**src/cmsd_pkg.sv**
```systemverilog
// constants, types and behaviour list for the control mode strap decoder
// Behaviour
// - primary select strap high gives pin-controlled mode with the serial port idle
// - primary floating, secondary floating or high: range strap picks pin or extended mode
// - pin mode: range strap high gives normal full scale, low gives reduced
// - extended mode when primary low, or primary floating and range floats; secondary floating or high
// - pin mode: swing strap high gives normal output swing, low gives reduced
// - pin mode: edge strap high launches data on positive edge, low on negative
// - pin mode: floating edge strap gives double-rate output clock, edge choice ignored
// - pin mode: calibration delay strap low gives short delay, high gives long
// - pin mode: floating calibration delay strap gives short delay plus dual-edge sampling
// - extended mode: swing, edge, delay pins become serial clock, data, chip select
// - dual-edge sampling feeds one input pair to both converters, other pair off
// - double-rate clocking: one word per output clock edge, clock at quarter rate
package cmsd_pkg;

  // ==========================================================
  // strap layout
  localparam int STRAP_N = 6;
  localparam int ST_PRIM = 0;
  localparam int ST_SEC = 1;
  localparam int ST_RANGE = 2;
  localparam int ST_SWING = 3;
  localparam int ST_EDGE = 4;
  localparam int ST_CALIBRATION_DELAY_SELECT = 5;
  // consecutive equal samples before a strap level is accepted
  localparam logic [1:0] STABLE_LAST = 2'h3;

  typedef enum logic [1:0] {LVL_LOW, LVL_HIGH, LVL_FLOAT} cmsd_level_t;

  // ==========================================================
  // register map
  localparam logic [7:0] OFS_CFG = 8'h00;
  localparam logic [7:0] OFS_STATUS = 8'h04;
  localparam logic [31:0] CFG_RST = 32'h0000_0043;
  localparam int CFG_SWING = 0;
  localparam int CFG_EDGE = 1;
  localparam int CFG_DDR = 2;
  localparam int CFG_CAL = 3;
  localparam int CFG_DES = 4;
  localparam int CFG_DESQ = 5;
  localparam int CFG_FSR = 6;
  localparam int CFG_W = 7;
  localparam int STAT_EXT = 12;
  localparam int STAT_DES = 13;
  localparam int STAT_DDR = 14;

  // ==========================================================
  // output clock phase counter
  localparam logic [1:0] PH_RST = 2'h0;
  localparam logic [1:0] PH_STEP = 2'h1;

  typedef struct packed {
    cmsd_level_t [STRAP_N-1:0] cand;
    logic [STRAP_N-1:0][1:0] cnt;
    cmsd_level_t [STRAP_N-1:0] stable;
  } cmsd_sense_t;

  typedef struct packed {
    logic [CFG_W-1:0] cfg;
    logic [31:0] rdata;
    logic ext;
    logic swing;
    logic edge_pos;
    logic ddr;
    logic cal_long;
    logic des;
    logic des_q;
    logic fsr;
    logic sclk;
    logic sio;
    logic scs_n;
    logic [1:0] ph;
    logic output_data_clock;
    logic launch;
  } cmsd_core_t;

endpackage : cmsd_pkg

```
**src/cmsd_strap_if.sv**
```systemverilog
// strap comparator samples and classified levels between sense and decode
`timescale 1ns/1ps
interface cmsd_strap_if;
  import cmsd_pkg::*;
  logic [STRAP_N-1:0] above_hi;
  logic [STRAP_N-1:0] below_lo;
  cmsd_level_t [STRAP_N-1:0] level;
  modport sense (input above_hi, input below_lo, output level);
  modport decode (output above_hi, output below_lo, input level);
endinterface : cmsd_strap_if

```
**src/cmsd_strap_sense.sv**
```systemverilog
// three-level strap classifier with a short stability filter
`timescale 1ns/1ps
module cmsd_strap_sense import cmsd_pkg::*; (
  // clock and reset
  input wire logic clk,
  input wire logic rst,
  // straps
  cmsd_strap_if.sense sif
);

  // ==========================================================
  // raw classification
  cmsd_level_t [STRAP_N-1:0] raw;
  cmsd_sense_t s_q;
  cmsd_sense_t s_d;

  // neither comparator tripped means nobody drives the pin
  for (genvar i = 0; i < STRAP_N; i++) begin : g_raw
    assign raw[i] = sif.above_hi[i] ? LVL_HIGH : (sif.below_lo[i] ? LVL_LOW : LVL_FLOAT);
  end

  // ==========================================================
  // stability filter, runs all the time so no write is needed
  always_comb begin
    s_d = s_q;
    for (int i = 0; i < STRAP_N; i++) begin
      if (raw[i] != s_q.cand[i]) begin
        s_d.cand[i] = raw[i];
        s_d.cnt[i] = 2'h0;
      end else if (s_q.cnt[i] != STABLE_LAST) begin
        s_d.cnt[i] = s_q.cnt[i] + 2'h1;
      end else begin
        s_d.stable[i] = s_q.cand[i];
      end
    end
  end

  always_ff @(posedge clk) begin
    if (rst) begin
      for (int i = 0; i < STRAP_N; i++) begin
        s_q.cand[i] <= LVL_FLOAT;
        s_q.cnt[i] <= 2'h0;
        s_q.stable[i] <= LVL_FLOAT;
      end
    end else begin
      s_q <= s_d;
    end
  end

  assign sif.level = s_q.stable;

endmodule : cmsd_strap_sense

```
**src/cmsd_top.sv**
```systemverilog
// control mode strap decoder: mode select, pin settings, serial pin reuse
`timescale 1ns/1ps
module cmsd_top import cmsd_pkg::*; (
  // clock and reset
  input wire logic CLK,
  input wire logic RST,
  // strap comparators, one bit per strap
  input wire logic [STRAP_N-1:0] STRAP_ABOVE_HI,
  input wire logic [STRAP_N-1:0] STRAP_BELOW_LO,
  // register port
  input wire logic [7:0] REG_ADDR,
  input wire logic [31:0] REG_WDATA,
  input wire logic REG_WR,
  input wire logic REG_RD,
  output logic [31:0] REG_RDATA,
  // mode and function settings
  output logic EXT_MODE,
  output logic FULL_SCALE_NORMAL,
  output logic OUTPUT_SWING_LEVEL,
  output logic OUTPUT_LAUNCH_EDGE_SELECT,
  output logic DDR_EN,
  output logic CALIBRATION_DELAY_SELECT,
  output logic DES_EN,
  output logic DES_SRC_Q,
  output logic OTHER_PAIR_OFF,
  // serial interface taken from the straps
  output logic SERIAL_CLOCK,
  output logic SERIAL_IO_LINE,
  output logic SERIAL_CHIP_SELECT_N,
  // output data clock
  output logic OUTPUT_DATA_CLOCK,
  output logic WORD_LAUNCH
);

  // ==========================================================
  // strap sensing
  cmsd_strap_if sif ();

  assign sif.above_hi = STRAP_ABOVE_HI;
  assign sif.below_lo = STRAP_BELOW_LO;

  cmsd_strap_sense u_sense (
    .clk (CLK),
    .rst (RST),
    .sif (sif)
  );

  cmsd_level_t lv_prim;
  cmsd_level_t lv_sec;
  cmsd_level_t lv_range;
  cmsd_level_t lv_swing;
  cmsd_level_t lv_edge;
  cmsd_level_t lv_cal;

  assign lv_prim = sif.level[ST_PRIM];
  assign lv_sec = sif.level[ST_SEC];
  assign lv_range = sif.level[ST_RANGE];
  assign lv_swing = sif.level[ST_SWING];
  assign lv_edge = sif.level[ST_EDGE];
  assign lv_cal = sif.level[ST_CALIBRATION_DELAY_SELECT];

  // ==========================================================
  // mode decode
  logic sec_ok;
  logic ext_d;

  assign sec_ok = (lv_sec != LVL_LOW);
  // a high primary strap always wins; a low secondary keeps pins in charge
  assign ext_d = sec_ok && (lv_prim != LVL_HIGH) &&
                 ((lv_prim == LVL_LOW) || (lv_range == LVL_FLOAT));

  // ==========================================================
  // next state
  cmsd_core_t c_q;
  cmsd_core_t c_d;
  logic [31:0] status;

  always_comb begin
    status = 32'h0000_0000;
    for (int i = 0; i < STRAP_N; i++) begin
      status[2*i +: 2] = sif.level[i];
    end
    status[STAT_EXT] = c_q.ext;
    status[STAT_DES] = c_q.des;
    status[STAT_DDR] = c_q.ddr;
  end

  always_comb begin
    c_d = c_q;
    c_d.ext = ext_d;

    // register port, never stalls
    if (REG_WR && (REG_ADDR == OFS_CFG)) begin
      c_d.cfg = REG_WDATA[CFG_W-1:0];
    end
    c_d.rdata = 32'h0000_0000;
    if (REG_RD) begin
      case (REG_ADDR)
        OFS_CFG: c_d.rdata = {{(32-CFG_W){1'b0}}, c_q.cfg};
        OFS_STATUS: c_d.rdata = status;
        default: c_d.rdata = 32'h0000_0000;
      endcase
    end

    if (ext_d) begin
      // settings come from software while the pins carry the serial port
      c_d.swing = c_q.cfg[CFG_SWING];
      c_d.edge_pos = c_q.cfg[CFG_EDGE];
      c_d.ddr = c_q.cfg[CFG_DDR];
      c_d.des = c_q.cfg[CFG_DES];
      c_d.des_q = c_q.cfg[CFG_DESQ] & c_q.cfg[CFG_DES];
      c_d.cal_long = c_q.cfg[CFG_CAL] & ~c_q.cfg[CFG_DES];
      c_d.fsr = c_q.cfg[CFG_FSR];
      c_d.sclk = STRAP_ABOVE_HI[ST_SWING];
      c_d.sio = STRAP_ABOVE_HI[ST_EDGE];
      c_d.scs_n = ~STRAP_BELOW_LO[ST_CALIBRATION_DELAY_SELECT];
    end else begin
      c_d.fsr = (lv_range == LVL_HIGH);
      // floating swing strap has no meaning here; treated as normal
      c_d.swing = (lv_swing != LVL_LOW);
      c_d.ddr = (lv_edge == LVL_FLOAT);
      c_d.edge_pos = (lv_edge == LVL_HIGH);
      c_d.cal_long = (lv_cal == LVL_HIGH);
      c_d.des = (lv_cal == LVL_FLOAT);
      c_d.des_q = 1'b0;
      c_d.sclk = 1'b0;
      c_d.sio = 1'b0;
      c_d.scs_n = 1'b1;
    end

    // quarter-rate clock in double-rate mode, half rate otherwise
    if (c_d.ddr) begin
      c_d.ph = c_q.ph + PH_STEP;
      c_d.output_data_clock = c_d.ph[1];
    end else begin
      c_d.ph = PH_RST;
      c_d.output_data_clock = ~c_q.output_data_clock;
    end
    // one word per clock edge in double-rate, else only on the chosen edge
    c_d.launch = (c_d.output_data_clock != c_q.output_data_clock) && (c_d.ddr || (c_d.output_data_clock == c_d.edge_pos));
  end

  always_ff @(posedge CLK) begin
    if (RST) begin
      c_q.cfg <= CFG_RST[CFG_W-1:0];
      c_q.rdata <= 32'h0000_0000;
      c_q.ext <= 1'b0;
      c_q.swing <= 1'b1;
      c_q.edge_pos <= 1'b1;
      c_q.ddr <= 1'b0;
      c_q.cal_long <= 1'b0;
      c_q.des <= 1'b0;
      c_q.des_q <= 1'b0;
      c_q.fsr <= 1'b1;
      c_q.sclk <= 1'b0;
      c_q.sio <= 1'b0;
      c_q.scs_n <= 1'b1;
      c_q.ph <= PH_RST;
      c_q.output_data_clock <= 1'b0;
      c_q.launch <= 1'b0;
    end else begin
      c_q <= c_d;
    end
  end

  // ==========================================================
  // outputs
  assign REG_RDATA = c_q.rdata;
  assign EXT_MODE = c_q.ext;
  assign FULL_SCALE_NORMAL = c_q.fsr;
  assign OUTPUT_SWING_LEVEL = c_q.swing;
  assign OUTPUT_LAUNCH_EDGE_SELECT = c_q.edge_pos;
  assign DDR_EN = c_q.ddr;
  assign CALIBRATION_DELAY_SELECT = c_q.cal_long;
  assign DES_EN = c_q.des;
  assign DES_SRC_Q = c_q.des_q;
  assign OTHER_PAIR_OFF = c_q.des;
  assign SERIAL_CLOCK = c_q.sclk;
  assign SERIAL_IO_LINE = c_q.sio;
  assign SERIAL_CHIP_SELECT_N = c_q.scs_n;
  assign OUTPUT_DATA_CLOCK = c_q.output_data_clock;
  assign WORD_LAUNCH = c_q.launch;
endmodule : cmsd_top

```
**config.mk**
```make
export PLATFORM = sky130hd
export DESIGN_NAME = cmsd_top
export DESIGN_NICKNAME = d
export VERILOG_FILES = /design/src/cmsd_pkg.sv /design/src/cmsd_strap_if.sv /design/src/cmsd_strap_sense.sv /design/src/cmsd_top.sv
export SDC_FILE = /design/constraint.sdc
export NUM_CORES = 1
export LEC_CHECK = 0
export BUFFER_PORTS_ARGS = -buffer_cell sky130_fd_sc_hd__buf_4
export CAP_MARGIN = 20
export CORE_MARGIN = 3
export CORE_UTILIZATION = 51
export DETAILED_ROUTE_END_ITERATION = 6
export PLACE_DENSITY = 0.79
export SETUP_SLACK_MARGIN = 0.02
export SLEW_MARGIN = 0
export SYNTH_ARGS = -nofsm -noshare
export SYNTH_HDL_FRONTEND = slang
export SYNTH_HIERARCHICAL = 1
export SYNTH_SLANG_ARGS = --single-unit
```
**constraint.sdc**
```tcl
create_clock -name CLK -period 2.4 [get_ports CLK]
set_input_delay 0.48 -clock CLK [delete_from_list [all_inputs] [get_ports CLK]]
set_output_delay 0.48 -clock CLK [all_outputs]
set_load 0.05 [all_outputs]
```
==> results, run 1 <==
- The run finished with clean final reports.
- The internal portion of the total power is 1.82 mW.
- The number of distinct library cells after synthesis is 38.
- The power share of the combinational group is 0.102.
- Clock-pin slew was measured on the worst setup and hold paths at 0.08 ns.
- The worst hold path stage count is 2.
- The initial cell density of the core is 0.546.
- After routing, the total negative slack on setup checks comes to 0 ns.
- The required time reported for the critical path endpoint is 2.62 ns.
- The total area inside the core boundary comes to 0.00613 mm2.
- Entering global routing, the biggest net connects 57 pins.
- Summing all multi-input logic gate instances after layout gives 0.00153 mm2.
- Headroom to the max-slew limit came out at 0.629.
- In the final routed layout, each cell accounts on average for 13.6 um.
- The critical path goes through nand2b_4 -> a211o_1 -> and4b_1 -> or4_1.
- The analysis attributes to net switching a power of 646 uW.
- The sequential fraction of the synthesis area is 0.436.
- The kind of path behind the tightest hold check is in -> reg.
- The number of buffers added on ports is 59.
- The total routing resource utilization after global routing is 0.168.
- The clock tree synthesis step divided the H-tree into 3 levels.
- The via count of the first global-routing pass came to 2199.
- The number of post-CTS setup repair buffers is 0.
- Counting flops with an async set or reset pin after synthesis yields a share of 0.
- The initial antenna violation count is 0.
- For this design, the sink count on the clock tree is 73.
- During I/O placement, the number of pins put on the boundary was 102.
- The sequential cells in the finished layout cover a total of 0.00146 mm2.
- The launch point of the worst hold path is STRAP_BELOW_LO[5].
- Once detailed placement completed, the half-perimeter wirelength came to 4390 um.
- The worst clock skew is 0.00764 ns.
- The congestion estimate from routability-driven global placement came to 0.778.
- The synthesized instance count is 334.
- The via density per instance is 5.35.
- The peak per-stage delay on the critical path is 0.48 ns.
- The minimum setup slack among reg-to-reg paths is 0.63 ns.
- After detailed routing, the number of remaining DRC violations is 0.
- The remaining global-route overflow is 0.
- The setup-violating endpoint count in the final report is 0.
- The total placed instance area is 0.00357 mm2.
- The clock tree from TritonCTS is built.
- The cell with the biggest individual delay on the critical path is sky130_fd_sc_hd__or4_1.
- The worst-case IR drop observed on VDD is 0.386 mV.
- Timing analysis after detailed placement gives a worst setup slack of 0.465 ns.
- The number of CTS-inserted buffers is 9.
- The mapped netlist covers 0.00335 mm2.
- The height of the die is 87.0 um.
- Of the total power, the clock network draws 0.386.
- At the end of the flow, the number of nets in the layout was 430.
- For the worst setup path, the data arrival time is 1.99 ns.
- The top fanout value on the critical path is 9.
- After synthesis, the cell types taking the most area are sky130_fd_sc_hd__dfxtp_1 (44%), sky130_fd_sc_hd__buf_4 (10%), sky130_fd_sc_hd__mux2i_1 (5.7%).
- For the pin with the worst max-slew slack, the measured transition is 0.556 ns.
- Buffers inserted to repair hold after CTS numbered 0.
- The synthesized design contains 73 register bits.
- Counting both buffers and inverters, the worst setup path holds a total of 0.
- The number of cells on the worst reg-to-reg path is 4.
- The time the worst path needs with I/O delays and setup is 1.77 ns.
- STA classifies the critical path endpoint as a register.
- The wire length after detailed routing is 6090 um.
- The number of fill cells is 530.
- The most frequent cell after synthesis is sky130_fd_sc_hd__dfxtp_1.
- Of the cells placed in the final design, the portion with a size suffix greater than 1 is 0.236.
- The worst setup path is launched from a register.
- The antenna diode instance count is 0.
- The placement row count is 28.
- The post-detailed-route count of antenna-violating nets is 0.
- The synthesized area per cell is 10.0 um2.
- Yosys printed 6 warnings.
- The width of the die is 87.0 um.
- The reg-to-reg critical path startpoint is u_sense/sif.level[5].
- Setup repair after global routing left no endpoint under its margin.
- The first detailed-routing pass ran for 4 iterations.
- Of the total power, registers draw 0.512.
- The switching power share of the total is 0.262.
- The setup path with the least slack is of type reg -> reg.
- The fmax is 564 MHz.
- The endpoint identified for the worst register-to-register timing path is WORD_LAUNCH.
- The number of max-slew violations in the final report is 0.
- The floorplan step defined a die boundary enclosing 0.00757 mm2.
- The cell sitting at the root of the clock tree is a sky130_fd_sc_hd__clkbuf_8.
- The synthesized design contains 0 enable-type register cells.
- For this design the ratio of total power to cell area is 652 mW/mm2.
- The destination of the worst hold path is SERIAL_CHIP_SELECT_N.
- The area fraction of the dominant cell type after synthesis is 0.436.
- The most instantiated flip-flop cell in the synthesis netlist is sky130_fd_sc_hd__dfxtp_1.
- The cell family contributing the most delay on the critical path is simple AND/OR/NAND/NOR gates.
- The latest clock arrival within the worst-skew pair is 0.34 ns.
- The final critical-path share of the clock period is 0.738.
- Summed over all instances, the cell type with the most area after synthesis is sky130_fd_sc_hd__dfxtp_1.
- The first global-routing pass estimated 9890 um of wire.
- The number of buffers on the longest clock path is 2.
- Compared with the post-synthesis result, the final layout area differs by 12.9%.
- The number of maximum-capacitance violations is 0.
- The vias after detailed routing is 2395.
- In this run the static leakage power is 1.65 nW.
- The post-cts resize count is 0.
- Once routing completed, OpenROAD measured the worst setup slack at 0.628 ns.
- The final hold violation count is 0.
- In this run, the number of DRC markers left after iteration 0 of detailed routing was 90.
- The area of all placed cells without fillers is 0.00378 mm2.
- The commonest cells after synthesis are sky130_fd_sc_hd__dfxtp_1 (73), sky130_fd_sc_hd__buf_4 (45), sky130_fd_sc_hd__nor3_1 (22).
[worst reg2reg max path: stages, from the launching register on]
cell and delay (ns):
sky130_fd_sc_hd__dfxtp_1 0.45, sky130_fd_sc_hd__nand2b_4 0.08, sky130_fd_sc_hd__a211o_1 0.42, sky130_fd_sc_hd__and4b_1 0.22, sky130_fd_sc_hd__or4_1 0.48
[flip-flops by register name, indices dropped and copies added, names as in the netlist]
signal and cells:
SERIAL_IO_LINE 1, DES_SRC_Q 1, OUTPUT_DATA_CLOCK 1, EXT_MODE 1, OUTPUT_SWING_LEVEL 1, c_q 9
WORD_LAUNCH 1, OUTPUT_LAUNCH_EDGE_SELECT 1, FULL_SCALE_NORMAL 1, SERIAL_CLOCK 1, CALIBRATION_DELAY_SELECT 1, u_sense/s_q 24
DDR_EN 1, u_sense/sif.level 12, REG_RDATA 15, DES_EN 1, SERIAL_CHIP_SELECT_N 1
[how the worst max path moves through the flow]
stage                              start           to  slack (ns)  depth (start not counted)
finish              u_sense/sif.level[5]  WORD_LAUNCH        0.63                          4
floorplan                    REG_ADDR[4]      c_q[47]        0.64                          4
detailed placement           REG_ADDR[4]      c_q[53]        0.46                          5
global placement             REG_ADDR[4]      c_q[47]        0.49                          5
CTS                 u_sense/sif.level[5]  WORD_LAUNCH        0.62                          4
global route        u_sense/sif.level[5]  WORD_LAUNCH        0.55                          4
[power by group through the flow]
stage,sequential (mW),combinational [mW],clock (mW)
after global routing,1.27,0.271,1.05
after floorplan,1.31,0.174,0
after global placement,1.29,0.246,0
final,1.26,0.251,0.951
after CTS,1.26,0.252,0.977
after detailed placement,1.29,0.251,0
[placed cells by master, fill, tap and decap left out, types with 8 or more instances in the layout]
| cell type | Yosys | routed |
|---|---|---|
| sky130_fd_sc_hd__dfxtp_1 | 73 | 73 |
| sky130_fd_sc_hd__nor2b_1 | 11 | 11 |
| sky130_fd_sc_hd__inv_1 | 9 | 9 |
| sky130_fd_sc_hd__nor3_1 | 22 | 22 |
| sky130_fd_sc_hd__conb_1 | 1 | 17 |
| sky130_fd_sc_hd__mux2i_1 | 19 | 19 |
| sky130_fd_sc_hd__a21oi_1 | 9 | 9 |
| sky130_fd_sc_hd__buf_4 | 45 | 61 |
| sky130_fd_sc_hd__nor2_1 | 19 | 19 |
| sky130_fd_sc_hd__and2_1 | 17 | 17 |
| sky130_fd_sc_hd__nor3b_1 | 8 | 8 |
| sky130_fd_sc_hd__clkbuf_8 | 0 | 9 |
[layout make-up]
| cell class | instances | area share |
|---|---|---|
| inverters | 9 | 0.00894 |
| clock inverters | 7 | 0.0212 |
| repair buffers | 61 | 0.121 |
| flip-flops and latches | 73 | 0.387 |
| well taps | 75 | 0.0248 |
| clock buffers | 9 | 0.0328 |
| multi-input cells | 214 | 0.404 |
[metal layers]
layer | GRT usage | vias to the layer above | part of all wire
met1 | 0.199 | 1118 | 0.42
met5 | 0 | - | 0
met4 | 0.102 | 0 | 0.021
li1 | - | 1191 | -
met3 | 0.0454 | 10 | 0.079
met2 | 0.271 | 76 | 0.48
[through the flow]
step / total power [mW] / util / hold slack (ns) / std cells
4_1_cts: 2.49 / 0.616 / 0.331 / 448
3_5_place_dp: 1.54 / 0.583 / 0.438 / 432
5_1_grt: 2.58 / 0.616 / 0.335 / 448
3_3_place_gp: 1.53 / 0.583 / 0.437 / 432
6_report: 2.46 / 0.616 / 0.350 / 448
2_1_floorplan: 1.48 / - / 0.423 / 350
[kinds of logic after synthesis]
| logic type | count (synthesis) | share of synthesized area |
|---|---|---|
| compound gates | 47 | 0.105 |
| xor+xnor | 13 | 0.0340 |
| fa+ha+maj | 6 | 0.0224 |
| buf+inv | 63 | 0.125 |
| flops | 73 | 0.436 |
| mux | 20 | 0.0602 |
| other cells | 1 | 0.00112 |
| simple gates | 111 | 0.216 |
No activity file was read; power rests on OpenSTA's default activity.
==> run 2: changes to the inputs <==
==> constraint.sdc (replaced) <==
create_clock -name CLK -period 1.9 [get_ports CLK]
set_input_delay 0.38 -clock CLK [delete_from_list [all_inputs] [get_ports CLK]]
set_output_delay 0.38 -clock CLK [all_outputs]
set_load 0.05 [all_outputs]
==> results, run 2 (synthesis gave the netlist of run 1 again) <==
- The latest clock arrival within the worst-skew pair was 0.35 ns (about the same).
- The post-detailed-route count of antenna-violating nets is 0 (unchanged).
- The wire length after detailed routing is 6110 um (+0.36%).
- The hold buffer count at cts came to 0 (unchanged).
- The minimum setup slack among reg-to-reg paths is 0.26 ns (-0.37 ns).
- The width of the die is 87.0 um (unchanged).
- The number of cells on the worst reg-to-reg path is 5 (+1).
- The number of maximum-capacitance violations was 0 (unchanged).
- The number of fill cells is 529 (-0.19%).
- The worst clock skew is 0.0103 ns (+0.00268 ns).
- The instance count on the critical path is 5 (+1).
- The placement row count is 28 (unchanged).
- The final estimated routing congestion in global placement is 0.800 (+2.8%).
- Counting flops per register, the top entry is u_sense/s_q.
- The total routing resource utilization after global routing is 0.172 (+0.00406).
- The final hold violation count is 0 (unchanged).
- The number of buffers on the longest clock path is 2 (unchanged).
- The share of layout cells above drive strength 1 came to 0.237 (+0.00141).
- The number of CTS-inserted buffers is 9 (unchanged).
- The post-cts resize count came to 0 (unchanged).
- The critical path arrival is 1.92 ns (-0.07 ns).
- The clock tree from TritonCTS is built.
- The vias after detailed routing is 2387 (-0.33%).
- The clock transition at the registers of the reported paths is 0.08 ns (about the same).
- The fmax is 610 MHz (+8.1%).
- The run finished with clean final reports.
- The area of all placed cells without fillers is 0.00381 mm2 (+0.83%).
- Compared with the post-synthesis result, the final layout area differs by 13.8%.
- The number of post-CTS setup repair buffers came to 0 (unchanged).
- The reg-to-reg critical path startpoint is u_sense/sif.level[5].
- The final critical-path share of the clock period is 0.863 (+0.125).
- The remaining global-route overflow is 0 (unchanged).
- Among the stages of the critical path, the cell type that occurs most often is sky130_fd_sc_hd__mux2i_1.
- The time the worst path needs with I/O delays and setup came to 1.64 ns (-0.132 ns).
- The via density per instance is 5.30 (-0.78%).
- The detailed router's first-iteration violation count came to 96 (+6.7%).
- The number of nets in the final layout is 432 (+0.47%).
- Traced cell by cell, the critical path runs through nand2b_4 -> a211o_1 -> buf_4 -> mux2i_1 -> mux2i_1.
- Leaving out fill and tap cells, the most frequent cells in the layout are sky130_fd_sc_hd__dfxtp_1 (73), sky130_fd_sc_hd__buf_4 (63), sky130_fd_sc_hd__nor3_1 (22).
- The wire length the detailed router placed on met1 was 2620 um (+2.0%).
- Setup repair after global routing left no endpoint under its margin.
- STA classifies the critical path endpoint as a register.
- The number of max-slew violations in the final report is 0 (unchanged).
- The via count of the first global-routing pass was 2248 (+2.2%).
- The overall die area came to 0.00757 mm2 (unchanged).
- The antenna diode instance count is 0 (unchanged).
- STA classifies the critical path startpoint as a register.
- The leakage power total is 1.67 nW (+1.7%).
- The sequential standard cell area is 0.00146 mm2 (unchanged).
- The peak per-stage delay on the critical path is 0.44 ns (-0.04 ns).
- The highest signal layer in the routed design is met4.
- The required time reported for the critical path endpoint was 2.18 ns (-0.44 ns).
- The timing endpoint of the critical path is OUTPUT_DATA_CLOCK.
- The global-route wire length before repair is 10100 um (+2.6%).
- The setup-violating endpoint count in the final report is 0 (unchanged).
- The launching instance or port of the critical path is u_sense/sif.level[5].
- The post-DP HPWL is 4470 um (+1.8%).
- The total DRC errors in the routed layout is 0 (unchanged).
- The root buffer cell is sky130_fd_sc_hd__clkbuf_8.
- The cell with the biggest individual delay on the critical path is sky130_fd_sc_hd__dfxtp_1.
- The tightest min-delay check is of the in -> reg type.
- The total length of routed met2 wires came to 2920 um (+0.34%).
- The power per standard cell area is 852 mW/mm2 (+31%).
- The instance count after placement with tap cells included came to 434 (+0.46%).
- The area taken by multi-input logic gates is 0.00153 mm2 (unchanged).
- The count of boundary I/O pins is 102 (unchanged).
- Leaving out fill and tap cells, the most frequent cell in the layout is sky130_fd_sc_hd__dfxtp_1.
- The top fanout value on the critical path is 8 (-1).
- The TritonCTS sink count is 73 (unchanged).
- The core area is 0.00613 mm2 (unchanged).
- The final non-filler cell total is 450 (+0.45%).
- The initial cell density of the core is 0.546 (unchanged).
- By startpoint and endpoint, the worst setup path is classified as reg -> reg.
- The height of the die is 87.0 um (unchanged).
- The initial antenna violation count is 0 (unchanged).
- The final-layout setup total negative slack is 0 ns (unchanged).
- The H-tree depth reported by CTS is 3 (unchanged).
- The flip-flop count of the largest register after layout is 24 (unchanged).
- The met3 layer wire length in the routed design was 448 um (-7.2%).
- The largest net degree at the start of global routing was 34 (-40%).
- In this run the critical register-to-register path is captured at OUTPUT_DATA_CLOCK.
- The buffers plus inverters on the worst setup path is 1 (+1).
- The cell type group with the largest total delay on the critical path is multiplexers.
- The number of detailed-routing iterations run before antenna repair is 4 (unchanged).
- The detailed-route wire length per cell was 13.6 um (about the same).
- The total placed instance area is 0.00359 mm2 (+0.42%).
- The peak ir drop on the vdd network is 0.567 mV (+47%).
- The number of buffers added on ports is 59 (unchanged).
## run 2: cell types whose count changed in the layout (fill, tap and decap cells not counted)
cell                         before  now
sky130_fd_sc_hd__clkinvlp_4       2    0
sky130_fd_sc_hd__clkbuf_8         9   10
sky130_fd_sc_hd__bufinv_16        1    2
sky130_fd_sc_hd__buf_4           61   63
sky130_fd_sc_hd__clkinv_4         3    1
sky130_fd_sc_hd__clkinv_2         0    2
sky130_fd_sc_hd__clkbuf_1         0    1
sky130_fd_sc_hd__inv_6            1    0
## run 2: per-layer routing
layer  vias up  GRT usage
met5         -          0
met4         0     0.0850
met3        11     0.0416
met2        71      0.282
met1      1118      0.211
li1       1187          -
## run 2: worst reg2reg max path: stages (launching register included)
cell                       delay, ns
sky130_fd_sc_hd__dfxtp_1        0.44
sky130_fd_sc_hd__nand2b_4       0.08
sky130_fd_sc_hd__a211o_1        0.31
sky130_fd_sc_hd__buf_4          0.17
sky130_fd_sc_hd__mux2i_1        0.34
sky130_fd_sc_hd__mux2i_1        0.22
## run 2: layout make-up
| class | instances | share of cell area |
|---|---|---|
| well taps | 75 | 0.0246 |
| flip-flops and latches | 73 | 0.384 |
| clock buffers | 11 | 0.0371 |
| multi-input cells | 214 | 0.401 |
| inverters | 9 | 0.00887 |
| clock inverters | 5 | 0.0207 |
| repair buffers | 63 | 0.124 |
## run 2: power breakdown
part	total [mW]	switching (mW)	leakage (nW)	internal [mW]
Combinational	0.320	0.200	0.967	0.120
Clock	1.33	0.558	0.113	0.773
Sequential	1.59	0.0314	0.595	1.56
Total	3.24	0.789	1.67	2.46
## run 2: worst min path at each step
| stage | from | end | slack (ns) | cells past startpoint |
|---|---|---|---|---|
| after floorplan | c_q[2] | c_q[2] | 0.42 | 1 |
| after global placement | EXT_MODE | REG_RDATA[12] | 0.44 | 1 |
| after detailed placement | c_q[2] | c_q[2] | 0.44 | 1 |
| after CTS | STRAP_BELOW_LO[0] | u_sense/s_q[25] | 0.23 | 2 |
| after global routing | STRAP_BELOW_LO[4] | u_sense/s_q[33] | 0.24 | 2 |
| final | STRAP_BELOW_LO[0] | u_sense/s_q[25] | 0.25 | 2 |
## run 2: stage by stage
step           hold slack [ns]  power (mW)  setup slack (ns)   util
2_1_floorplan            0.423        1.87             0.170      -
3_3_place_gp             0.439        1.94            0.0968  0.586
3_5_place_dp             0.442        1.95            0.0670  0.586
4_1_cts                  0.232        3.27             0.262  0.621
5_1_grt                  0.240        3.38             0.138  0.621
6_report                 0.247        3.24             0.260  0.621
